**src/hdl/cpu_consts.vh**
```
// cpu_consts.vh - shared constants of the 8-bit core
// assumes inclusion by the core and its data space decoder
`ifndef CPU_CONSTS_VH
`define CPU_CONSTS_VH

`define CLKS_PER_MCYCLE 4'd2
`define RESET_PC        16'h0000
`define RESET_SP        8'h07
`define VEC_BASE        16'h0003
`define IRQ_COUNT       24
`define CODE_ADDR_BITS  13
`define PSW_BANK_HI     4
`define PSW_BANK_LO     3
`define PSW_CY          7
`define PSW_OV          2
`define BIT_AREA_BASE   4'h2
`define XDATA_PAGE      8'h00

`define SFR_ACC         8'hE0
`define SFR_B           8'hF0
`define SFR_PSW         8'hD0
`define SFR_SP          8'h81
`define SFR_DPL         8'h82
`define SFR_DPH         8'h83

`define OP_NOP          8'h00
`define OP_LJMP         8'h02
`define OP_RETI         8'h32
`define OP_MOV_A_IMM    8'h74
`define OP_MOV_D_IMM    8'h75
`define OP_MOV_A_DIR    8'hE5
`define OP_MOV_DIR_A    8'hF5
`define OP_MOV_DATA_POINTER     8'h90
`define OP_INC_DATA_POINTER     8'hA3
`define OP_MOVX_RD_DP   8'hE0
`define OP_MOVX_WR_DP   8'hF0
`define OP_MOVC_DATA_POINTER    8'h93
`define OP_MOVC_PC      8'h83
`define OP_CODE_STORE   8'hA5
`define OP_MUL          8'hA4
`define OP_SETB         8'hD2
`define OP_CLR          8'hC2

`endif

```
**src/hdl/cpu_core.v**
```verilog
// cpu_core - fetch, decode and execute sequencer of the 8-bit core
// assumes code, xdata and sfr devices on the same clock, async-read style
`timescale 1ns/10ps
`default_nettype none
`include "cpu_consts.vh"

module cpu_core (
    input  wire        clk,
    input  wire        reset_n,
    input  wire [23:0] irq_req,
    input  wire [23:0] irq_enable,
    input  wire        irq_global_enable,
    input  wire [47:0] irq_priority,
    input  wire        irq_four_level,
    output wire [15:0] code_addr,
    output wire        code_rd,
    output wire        code_wr,
    output wire [7:0]  code_wdata,
    input  wire [7:0]  code_rdata,
    input  wire        code_ready,
    output wire        code_addr_backed,
    output wire [15:0] xdata_addr,
    output wire        xdata_rd,
    output wire        xdata_wr,
    output wire [7:0]  xdata_wdata,
    input  wire [7:0]  xdata_rdata,
    input  wire        xdata_ready,
    output wire [7:0]  sfr_addr,
    output wire        sfr_rd,
    output wire        sfr_wr,
    output wire [7:0]  sfr_wdata,
    input  wire [7:0]  sfr_rdata,
    output wire        mcycle_phase,
    output wire        opcode_fetch,
    output wire [3:0]  irq_active
);

    function [1:0] instr_len;
        input [7:0] op;
        begin
            case (op)
                `OP_LJMP, `OP_MOV_D_IMM, `OP_MOV_DATA_POINTER: instr_len = 2'd3;
                `OP_MOV_A_IMM, `OP_MOV_A_DIR, `OP_MOV_DIR_A,
                `OP_SETB, `OP_CLR: instr_len = 2'd2;
                default: instr_len = 2'd1;
            endcase
        end
    endfunction

    function [2:0] instr_mcycles;
        input [7:0] op;
        begin
            case (op)
                `OP_MUL: instr_mcycles = 3'd4;
                `OP_LJMP, `OP_RETI, `OP_MOV_D_IMM, `OP_MOV_DATA_POINTER,
                `OP_INC_DATA_POINTER, `OP_MOVC_DATA_POINTER, `OP_MOVC_PC,
                `OP_CODE_STORE: instr_mcycles = 3'd2;
                default: begin
                    // movx forms E0 E2 E3 F0 F2 F3 take two cycles
                    if (op[7:5] == 3'b111 && !op[3] && !op[2] &&
                        (op[1] || !op[0]))
                        instr_mcycles = 3'd2;
                    else
                        instr_mcycles = 3'd1;
                end
            endcase
        end
    endfunction

    function is_core_sfr;
        input [7:0] a;
        begin
            is_core_sfr = (a == `SFR_ACC) || (a == `SFR_B) ||
                          (a == `SFR_PSW) || (a == `SFR_SP) ||
                          (a == `SFR_DPL) || (a == `SFR_DPH);
        end
    endfunction

    reg  [2:0]  cnt_q;
    reg  [7:0]  opcode_q;
    reg  [7:0]  op1_q;
    reg  [7:0]  op2_q;
    reg  [15:0] pc_q;
    reg  [7:0]  acc_q;
    reg  [7:0]  b_q;
    reg  [7:0]  psw_q;
    reg  [7:0]  sp_q;
    reg  [15:0] data_pointer_q;
    reg         irq_seq_q;
    reg  [15:0] irq_vec_q;
    reg  [1:0]  irq_lvl_q;
    reg  [3:0]  active_q;

    wire [7:0]  op;
    wire [1:0]  len;
    wire [3:0]  last;
    wire        is_last;
    wire        exec;
    wire        take_irq;
    wire        fetch_now;
    wire        stall;
    wire [7:0]  o1;
    wire        rn_form;
    wire        ri_form;
    wire        bit_op;
    wire        movx_now;
    wire        movc_now;
    wire        store_now;
    wire        reti;
    wire [7:0]  byte_addr;
    wire [2:0]  bit_pos;
    wire        to_sfr;
    wire [7:0]  reg_addr;
    wire [7:0]  ptr;
    wire [7:0]  ram_b;
    wire [15:0] product;
    wire [7:0]  bit_mask;
    wire [2:0]  src_rank [0:`IRQ_COUNT-1];
    reg  [2:0]  best_rank;
    reg  [4:0]  best_idx;
    reg  [2:0]  cur_rank;
    reg  [3:0]  top_active;
    reg  [7:0]  ram_raddr;
    reg         ram_we;
    reg  [7:0]  ram_waddr;
    reg  [7:0]  ram_wdata;
    reg  [7:0]  sfr_val;
    reg  [7:0]  rd_val;
    reg         dw_en;
    reg  [7:0]  dw_data;
    integer     i;

    assign op       = (cnt_q == 3'd0) ? code_rdata : opcode_q;
    assign len      = instr_len(op);
    // every instruction ends after two clocks per machine cycle
    assign last     = irq_seq_q ? 4'd3 :
                      ({1'b0, instr_mcycles(op)} * `CLKS_PER_MCYCLE)
                      - 4'd1;
    assign is_last  = (cnt_q == last[2:0]);
    assign exec     = is_last && !irq_seq_q;
    assign take_irq = (cnt_q == 3'd0) && !irq_seq_q &&
                      irq_global_enable && (best_rank > cur_rank);
    assign fetch_now = !irq_seq_q && !take_irq &&
                       ({1'b0, cnt_q} < {2'b00, len});
    assign o1       = (cnt_q == 3'd1) ? code_rdata : op1_q;

    assign rn_form  = (op[7:5] == 3'b111) && op[3];
    assign ri_form  = (op[7:5] == 3'b111) && !op[3] && op[1];
    assign bit_op   = (op == `OP_SETB) || (op == `OP_CLR);
    assign reti     = !irq_seq_q && (op == `OP_RETI);
    assign movx_now = exec && (op[7:5] == 3'b111) && !op[3] && !op[2] &&
                      (op[1] || !op[0]);
    assign movc_now = exec && ((op == `OP_MOVC_DATA_POINTER) || (op == `OP_MOVC_PC));
    assign store_now = exec && (op == `OP_CODE_STORE);

    // indexed reads reach code only, base is pc or data pointer
    assign code_addr = movc_now ?
                       (((op == `OP_MOVC_PC) ? pc_q : data_pointer_q) +
                        {8'h00, acc_q}) :
                       (store_now ? data_pointer_q : pc_q);
    assign code_rd    = fetch_now || movc_now;
    assign code_wr    = store_now;
    assign code_wdata = acc_q;
    assign code_addr_backed = ~|code_addr[15:`CODE_ADDR_BITS];

    // MOVX @DATA_POINTER takes data_pointer, MOVX @Ri stays in page zero
    assign xdata_addr  = !op[1] ? data_pointer_q :
                         {`XDATA_PAGE, ptr};
    assign xdata_rd    = movx_now && !op[4];
    assign xdata_wr    = movx_now && op[4];
    assign xdata_wdata = acc_q;

    // slow memory holds the whole sequencer until it answers
    assign stall = ((code_rd || code_wr) && !code_ready) ||
                   ((xdata_rd || xdata_wr) && !xdata_ready);

    data_space_decoder u_decoder (
        .operand   (o1),
        .bit_mode  (bit_op),
        .bank      (psw_q[`PSW_BANK_HI:`PSW_BANK_LO]),
        .reg_sel   (op[3] ? op[2:0] : {2'b00, op[0]}),
        .byte_addr (byte_addr),
        .bit_pos   (bit_pos),
        .to_sfr    (to_sfr),
        .reg_addr  (reg_addr)
    );

    internal_data_ram u_internal_data_ram (
        .clk       (clk),
        .rd_a_addr (reg_addr),
        .rd_a_data (ptr),
        .rd_b_addr (ram_raddr),
        .rd_b_data (ram_b),
        .wr_en     (ram_we),
        .wr_addr   (ram_waddr),
        .wr_data   (ram_wdata)
    );

    assign product  = acc_q * b_q;
    assign bit_mask = 8'h01 << bit_pos;

    genvar g;
    generate
        for (g = 0; g < `IRQ_COUNT; g = g + 1) begin : g_rank
            assign src_rank[g] = !(irq_req[g] && irq_enable[g]) ? 3'd0 :
                irq_four_level ? {1'b0, irq_priority[2*g+1 -: 2]} + 3'd1 :
                {2'b00, irq_priority[2*g]} + 3'd1;
        end
    endgenerate

    always @* begin
        best_rank = 3'd0;
        best_idx  = 5'd0;
        // strict compare keeps the lowest source on a tie
        for (i = 0; i < `IRQ_COUNT; i = i + 1) begin
            if (src_rank[i] > best_rank) begin
                best_rank = src_rank[i];
                best_idx  = i[4:0];
            end
        end
        if (active_q[3]) begin
            cur_rank = 3'd4;
            top_active = 4'b1000;
        end else if (active_q[2]) begin
            cur_rank = 3'd3;
            top_active = 4'b0100;
        end else if (active_q[1]) begin
            cur_rank = 3'd2;
            top_active = 4'b0010;
        end else begin
            cur_rank = {2'b00, active_q[0]};
            top_active = {3'b000, active_q[0]};
        end
    end

    always @* begin
        case (byte_addr)
            `SFR_ACC: sfr_val = acc_q;
            `SFR_B:   sfr_val = b_q;
            `SFR_PSW: sfr_val = psw_q;
            `SFR_SP:  sfr_val = sp_q;
            `SFR_DPL: sfr_val = data_pointer_q[7:0];
            `SFR_DPH: sfr_val = data_pointer_q[15:8];
            default:  sfr_val = sfr_rdata;
        endcase
        // upper ram only through R0/R1 or the stack pointer, direct never reaches it
        if (reti)
            ram_raddr = (cnt_q == 3'd1) ? sp_q : sp_q - 8'd1;
        else if (ri_form)
            ram_raddr = ptr;
        else if (rn_form)
            ram_raddr = reg_addr;
        else
            ram_raddr = byte_addr;
        rd_val = (to_sfr && !rn_form && !ri_form) ? sfr_val : ram_b;
        dw_en = exec && ((op == `OP_MOV_DIR_A) || (op == `OP_MOV_D_IMM) ||
                         bit_op);
        if (op == `OP_MOV_DIR_A)
            dw_data = acc_q;
        else if (op == `OP_MOV_D_IMM)
            dw_data = op2_q;
        else if (op == `OP_SETB)
            dw_data = rd_val | bit_mask;
        else
            dw_data = rd_val & ~bit_mask;
        ram_we    = 1'b0;
        ram_waddr = byte_addr;
        ram_wdata = dw_data;
        if (take_irq) begin
            ram_we    = 1'b1;
            ram_waddr = sp_q + 8'd1;
            ram_wdata = pc_q[7:0];
        end else if (irq_seq_q && cnt_q == 3'd1) begin
            ram_we    = 1'b1;
            ram_waddr = sp_q + 8'd2;
            ram_wdata = pc_q[15:8];
        end else if (exec && rn_form && op[4]) begin
            ram_we    = 1'b1;
            ram_waddr = reg_addr;
            ram_wdata = acc_q;
        end else if (exec && ri_form && op[4] && op[2]) begin
            ram_we    = 1'b1;
            ram_waddr = ptr;
            ram_wdata = acc_q;
        end else if (dw_en && !to_sfr) begin
            ram_we = 1'b1;
        end
    end

    // internal sfrs stay inside, the rest go out one byte at a time
    assign sfr_addr  = byte_addr;
    assign sfr_wdata = dw_data;
    assign sfr_wr    = dw_en && to_sfr && !is_core_sfr(byte_addr) &&
                       !stall;
    assign sfr_rd    = exec && to_sfr && !is_core_sfr(byte_addr) &&
                       ((op == `OP_MOV_A_DIR) || bit_op);

    assign mcycle_phase = cnt_q[0];
    assign opcode_fetch = fetch_now && (cnt_q == 3'd0);
    assign irq_active   = active_q;

    always @(posedge clk or negedge reset_n) begin
        if (!reset_n) begin
            cnt_q     <= 3'd0;
            opcode_q  <= `OP_NOP;
            op1_q     <= 8'h00;
            op2_q     <= 8'h00;
            pc_q      <= `RESET_PC;
            acc_q     <= 8'h00;
            b_q       <= 8'h00;
            psw_q     <= 8'h00;
            sp_q      <= `RESET_SP;
            data_pointer_q    <= 16'h0000;
            irq_seq_q <= 1'b0;
            irq_vec_q <= 16'h0000;
            irq_lvl_q <= 2'd0;
            active_q  <= 4'h0;
        end else if (!stall) begin
            cnt_q <= is_last ? 3'd0 : cnt_q + 3'd1;
            if (cnt_q == 3'd0) begin
                if (take_irq) begin
                    irq_seq_q <= 1'b1;
                    irq_vec_q <= `VEC_BASE +
                                 {8'h00, best_idx, 3'b000};
                    irq_lvl_q <= best_rank[1:0] - 2'd1;
                end else begin
                    opcode_q <= code_rdata;
                end
            end
            if (fetch_now)
                pc_q <= pc_q + 16'd1;
            if (fetch_now && cnt_q == 3'd1)
                op1_q <= code_rdata;
            if (fetch_now && cnt_q == 3'd2)
                op2_q <= code_rdata;
            if (irq_seq_q && cnt_q == 3'd1)
                sp_q <= sp_q + 8'd2;
            if (irq_seq_q && is_last) begin
                pc_q      <= irq_vec_q;
                irq_seq_q <= 1'b0;
                active_q  <= active_q | (4'b0001 << irq_lvl_q);
            end
            if (reti && cnt_q == 3'd1)
                pc_q[15:8] <= ram_b;
            if (exec) begin
                case (op)
                    `OP_MOV_A_IMM: acc_q <= o1;
                    `OP_MOV_A_DIR: acc_q <= rd_val;
                    `OP_MOV_DATA_POINTER:  data_pointer_q <= {op1_q, op2_q};
                    `OP_INC_DATA_POINTER:  data_pointer_q <= data_pointer_q + 16'd1;
                    `OP_CODE_STORE: data_pointer_q <= data_pointer_q + 16'd1;
                    `OP_MOVC_DATA_POINTER, `OP_MOVC_PC: acc_q <= code_rdata;
                    `OP_LJMP:      pc_q <= {op1_q, op2_q};
                    `OP_MUL: begin
                        acc_q <= product[7:0];
                        b_q   <= product[15:8];
                        psw_q[`PSW_CY] <= 1'b0;
                        psw_q[`PSW_OV] <= |product[15:8];
                    end
                    `OP_RETI: begin
                        pc_q[7:0] <= ram_b;
                        sp_q      <= sp_q - 8'd2;
                        active_q  <= active_q & ~top_active;
                    end
                    default: begin
                        if ((rn_form || (ri_form && op[2])) && !op[4])
                            acc_q <= ram_b;
                        else if (movx_now && !op[4])
                            acc_q <= xdata_rdata;
                    end
                endcase
                if (dw_en && to_sfr) begin
                    case (byte_addr)
                        `SFR_ACC: acc_q <= dw_data;
                        `SFR_B:   b_q <= dw_data;
                        `SFR_PSW: psw_q <= dw_data;
                        `SFR_SP:  sp_q <= dw_data;
                        `SFR_DPL: data_pointer_q[7:0] <= dw_data;
                        `SFR_DPH: data_pointer_q[15:8] <= dw_data;
                        default:  acc_q <= acc_q;
                    endcase
                end
            end
        end
    end

endmodule // cpu_core

`default_nettype wire

```
**src/hdl/internal_data_ram.v**
```verilog
// internal_data_ram - 256 byte internal data ram with two read ports
// assumes one write per clock from the core; contents are not reset
`timescale 1ns/10ps
`default_nettype none

module internal_data_ram (
    input  wire       clk,
    input  wire [7:0] rd_a_addr,
    output wire [7:0] rd_a_data,
    input  wire [7:0] rd_b_addr,
    output wire [7:0] rd_b_data,
    input  wire       wr_en,
    input  wire [7:0] wr_addr,
    input  wire [7:0] wr_data
);

    // banks, bit area, lower and upper ram and the stack share this array
    reg [7:0] mem [0:255];

    assign rd_a_data = mem[rd_a_addr];
    assign rd_b_data = mem[rd_b_addr];

    always @(posedge clk) begin
        if (wr_en) begin
            mem[wr_addr] <= wr_data;
        end
    end

endmodule // internal_data_ram

`default_nettype wire

```
**src/hdl/data_space_decoder.v**
```verilog
// data_space_decoder - maps direct, bit and register operands to bytes
// assumes combinational use by the core in the same clock
`timescale 1ns/10ps
`default_nettype none
`include "cpu_consts.vh"

module data_space_decoder (
    input  wire [7:0] operand,
    input  wire       bit_mode,
    input  wire [1:0] bank,
    input  wire [2:0] reg_sel,
    output wire [7:0] byte_addr,
    output wire [2:0] bit_pos,
    output wire       to_sfr,
    output wire [7:0] reg_addr
);

    // bits 00..7F live in the 16 bytes above the banks
    assign byte_addr = !bit_mode ? operand :
                       operand[7] ? {operand[7:3], 3'b000} :
                       {`BIT_AREA_BASE, operand[6:3]};
    assign bit_pos   = operand[2:0];
    // direct above 7F is the sfr space, never the upper ram
    assign to_sfr    = operand[7];
    // four banks of eight registers at consecutive bytes
    assign reg_addr  = {3'b000, bank, reg_sel};

endmodule // data_space_decoder

`default_nettype wire

```
**config.mk**
```make
export PLATFORM = sky130hd
export DESIGN_NAME = cpu_core
export DESIGN_NICKNAME = d
export VERILOG_FILES = /design/src/hdl/cpu_core.v /design/src/hdl/internal_data_ram.v /design/src/hdl/data_space_decoder.v
export VERILOG_INCLUDE_DIRS = /design/src /design/src/hdl
export SDC_FILE = /design/constraint.sdc
export NUM_CORES = 2
export LEC_CHECK = 0
export ABC_AREA = 1
export BUFFER_PORTS_ARGS = -buffer_cell sky130_fd_sc_hd__buf_2
export CAP_MARGIN = 25
export CORE_AREA = 2 2 588 590
export DETAILED_ROUTE_END_ITERATION = 6
export DIE_AREA = 0 0 590 592
export MAX_ROUTING_LAYER = met4
export PLACE_DENSITY = 0.44
export SLEW_MARGIN = 25
export SYNTH_ARGS = -nofsm -noshare
export SYNTH_HDL_FRONTEND = slang
export SYNTH_SLANG_ARGS = --single-unit
```
**constraint.sdc**
```tcl
create_clock -name clk -period 68.5 [get_ports clk]
set_clock_uncertainty 0.2 [all_clocks]
set_input_delay 13.7 -clock clk [delete_from_list [all_inputs] [get_ports clk]]
set_output_delay 13.7 -clock clk [all_outputs]
set_load 0.005 [all_outputs]
```
==> out/metrics.yaml <==
nets: 10196
setup-tns-final_ns: 0
synth_nets: 10233
die_area_um2: 349000
yosysWarnings: 0
path_max_fanout: 26
cts_setup_buffers: 0
ys_async_sr_fraction_pct: 4.83
multi_input_area_um2: 33000
start_util_pct: 29.9
synthMuxAreaShare_pct: 0.0330
grt_max_degree: 241
antenna_found_initial: 15
status: "completed"
place_ws_ns: 8.27
min_from: "opcode_q[4]"
synth_edf_count: 2048
core_area_um2: 342000
seqCellArea_um2: 64100
cts_resized: 0
relSlewSlack_pct: 31.0
wl_um: 360000
synthXorXnorAreaFrac_pct: 0.428
drtIter0Drc: 7384
grt_usage_pct: 20.7
hpwl_um: 223000
grt_pass1_vias: 73053
synth_area_per_cell_um2: 10.3
root_buffer: "clkbuf_16"
cts.htree.levels: 4
ys_seq_area_share_pct: 62.6
synth_ff_type: "edfxtp_1"
netlist_instances: 9918
wl_per_cell_um: 24.6
clk_latency_ns: 0.92
setup_slack_ns: 8.06
dp_cells: 14197
finalSetupViolations: 0
grt.overflow.total: 0
critPathBufInv: 47
port_buffers: 202
drive_gt1_share_pct: 8.44
die_w_um: 590
drv_slew: 0
num_vias: 76030
whs_path_depth: 2
ant_nets: 0
max_freq_mhz: 16.5
cp.required_ns: 54.60
cts_buffers: 238
crit_family: "simple AND/OR/NAND/NOR gates"
reg2reg_slack_ns: 54.60
cts_tree: "done"
rsz0062_at_grt: "no"
num_io_pins: 203
yosysUniqueCellTypes: 71
syn_to_final_growth_pct: 12.4
viasPerCell: 5.19
fp.dieH_um: 592
synth_top_family_by_area: "simple AND/OR/NAND/NOR gates"
cp.arrival_ns: 46.54
tightest_slew_ns: 1.04
crit_top_cell: "nand2_1"
ys_seq_elements: 2152
synthSimpleGateAreaFrac_pct: 16.6
r2r-end: "u_internal_data_ram.mem[242][4]"
cts_hold_buf: 0
synth_area_um2: 102000
drc: 0
ff2ff_path_depth: 40
synth_compound_area_share_pct: 12.3
gp_congestion: 0.938
grt_first_pass_wirelength_um: 521000
clkTransAtPathRegs_ns: 0.05
cpPeakStageDelay_ns: 0.42
final_cells: 14641
hp-class: "reg2reg"
max-cap-violations: 0
clk_path_buf_depth: 4
synthAdderAreaFrac_pct: 2.58
endpoint_kind: "output port"
dr.pass1.iters: 6
critPathLaunchType: "input pin"
critical_path_class: "in2out"
finalCriticalPeriod_ns: 60.44
r2r_start: "cnt_q[0]"
crit_start: "irq_priority[2]"
fillers: 34498
rows: 215
hold_violations: 0
period_share_pct: 88.2
crit_cells: 200
crit_path_top_delay_cell: "a31oi_1"
critPathCapture: "sfr_wr"
cts_sinks: 2152
[kinds of logic after synthesis]
logic type | count (synthesis)
compound gates | 2181
buf+inv | 1260
flops | 2152
mux | 3
fa+ha+maj | 189
xor+xnor | 50
simple gates | 4083
[routing by layer]
metal | global-route usage, % | routed length [um] | up-vias
met5 | - | 0 | -
met4 | 5.97 | 10900 | 0
met3 | 2.71 | 21500 | 518
met2 | 32.5 | 166000 | 2625
met1 | 28.0 | 161000 | 37870
li1 | - | - | 35017
[state kept, by name, summed over array words and instances, names as in the netlist]
| name | count |
|---|---|
| sp_q | 8 |
| data_pointer_q | 16 |
| b_q | 8 |
| op1_q | 8 |
| irq_seq_q | 1 |
| cnt_q | 3 |
| opcode_q | 8 |
| psw_q | 8 |
| irq_active | 4 |
| irq_lvl_q | 2 |
| op2_q | 8 |
| u_internal_data_ram.mem | 2048 |
| code_wdata | 8 |
| irq_vec_q | 6 |
| pc_q | 16 |
[metrics by stage]
stage                     utilization (%)  hold slack [ns]  cell area (um2)
after floorplan                         -            0.240           102000
after global placement               31.4            0.263           107000
after detailed placement             31.4            0.270           107000
after CTS                            33.6            0.283           115000
after global routing                 33.6            0.307           115000
final                                33.6            0.281           115000
[layout by cell type (no fill, tap or decap), types with 37 or more instances in the layout]
cell type / count
edfxtp_1: 2048
nor2_1: 1485
nand2_1: 1460
o21ai_0: 996
nand3_1: 957
inv_1: 593
o211ai_1: 411
a21oi_1: 394
clkbuf_16: 243
buf_2: 201
ha_1: 152
buf_4: 131
o21ai_1: 127
dfrtp_1: 101
clkinv_1: 66
a31oi_1: 52
clkbuf_1: 51
clkinv_2: 47
o22ai_1: 41
xor2_1: 39
fa_1: 37
[cells in the mapped netlist, types with 41 or more instances]
cell | instances | area [um2]
dfrtp_1 | 101 | 2530
o21ai_0 | 997 | 4990
inv_1 | 595 | 2230
buf_2 | 307 | 1540
a31oi_1 | 53 | 332
a21oi_1 | 394 | 1970
o21ai_1 | 128 | 641
nand2_1 | 1473 | 5530
o211ai_1 | 411 | 3090
ha_1 | 152 | 1900
buf_4 | 47 | 353
nor2_1 | 1489 | 5590
o22ai_1 | 41 | 257
clkbuf_1 | 205 | 769
nand3_1 | 969 | 4850
edfxtp_1 | 2048 | 61500
[layout make-up]
cell class	instances	area share [%]
multi-input combinational	6506	28.7
antenna	7	0.0152
sequential	2152	55.7
timing repair buffer	343	1.93
clock buffer	295	5.46
tap	4557	4.95
clock inverter	141	1.11
inverter	640	2.13
[worst reg2reg max path, delay by kind of cell, from the launching register on]
kind	cells	cell delay [ns]
buffers and inverters	10	6.01
AND/OR/NAND/NOR	25	5.25
AO/OA/AOI/OAI	4	1.31
flip-flops	1	0.47
adder cells (fa/ha/maj)	1	0.34
[worst min path at each step]
stage / endpoint / slack, ns
after global routing: irq_vec_q[1] / 0.31
after floorplan: irq_vec_q[1] / 0.24
after CTS: opcode_q[4] / 0.28
final: opcode_q[4] / 0.28
after global placement: opcode_q[7] / 0.26
after detailed placement: irq_vec_q[1] / 0.27
Power is left out: the tool's default activity adds up to more than one toggle a clock period on the data nets, which glitch-free logic cannot reach.
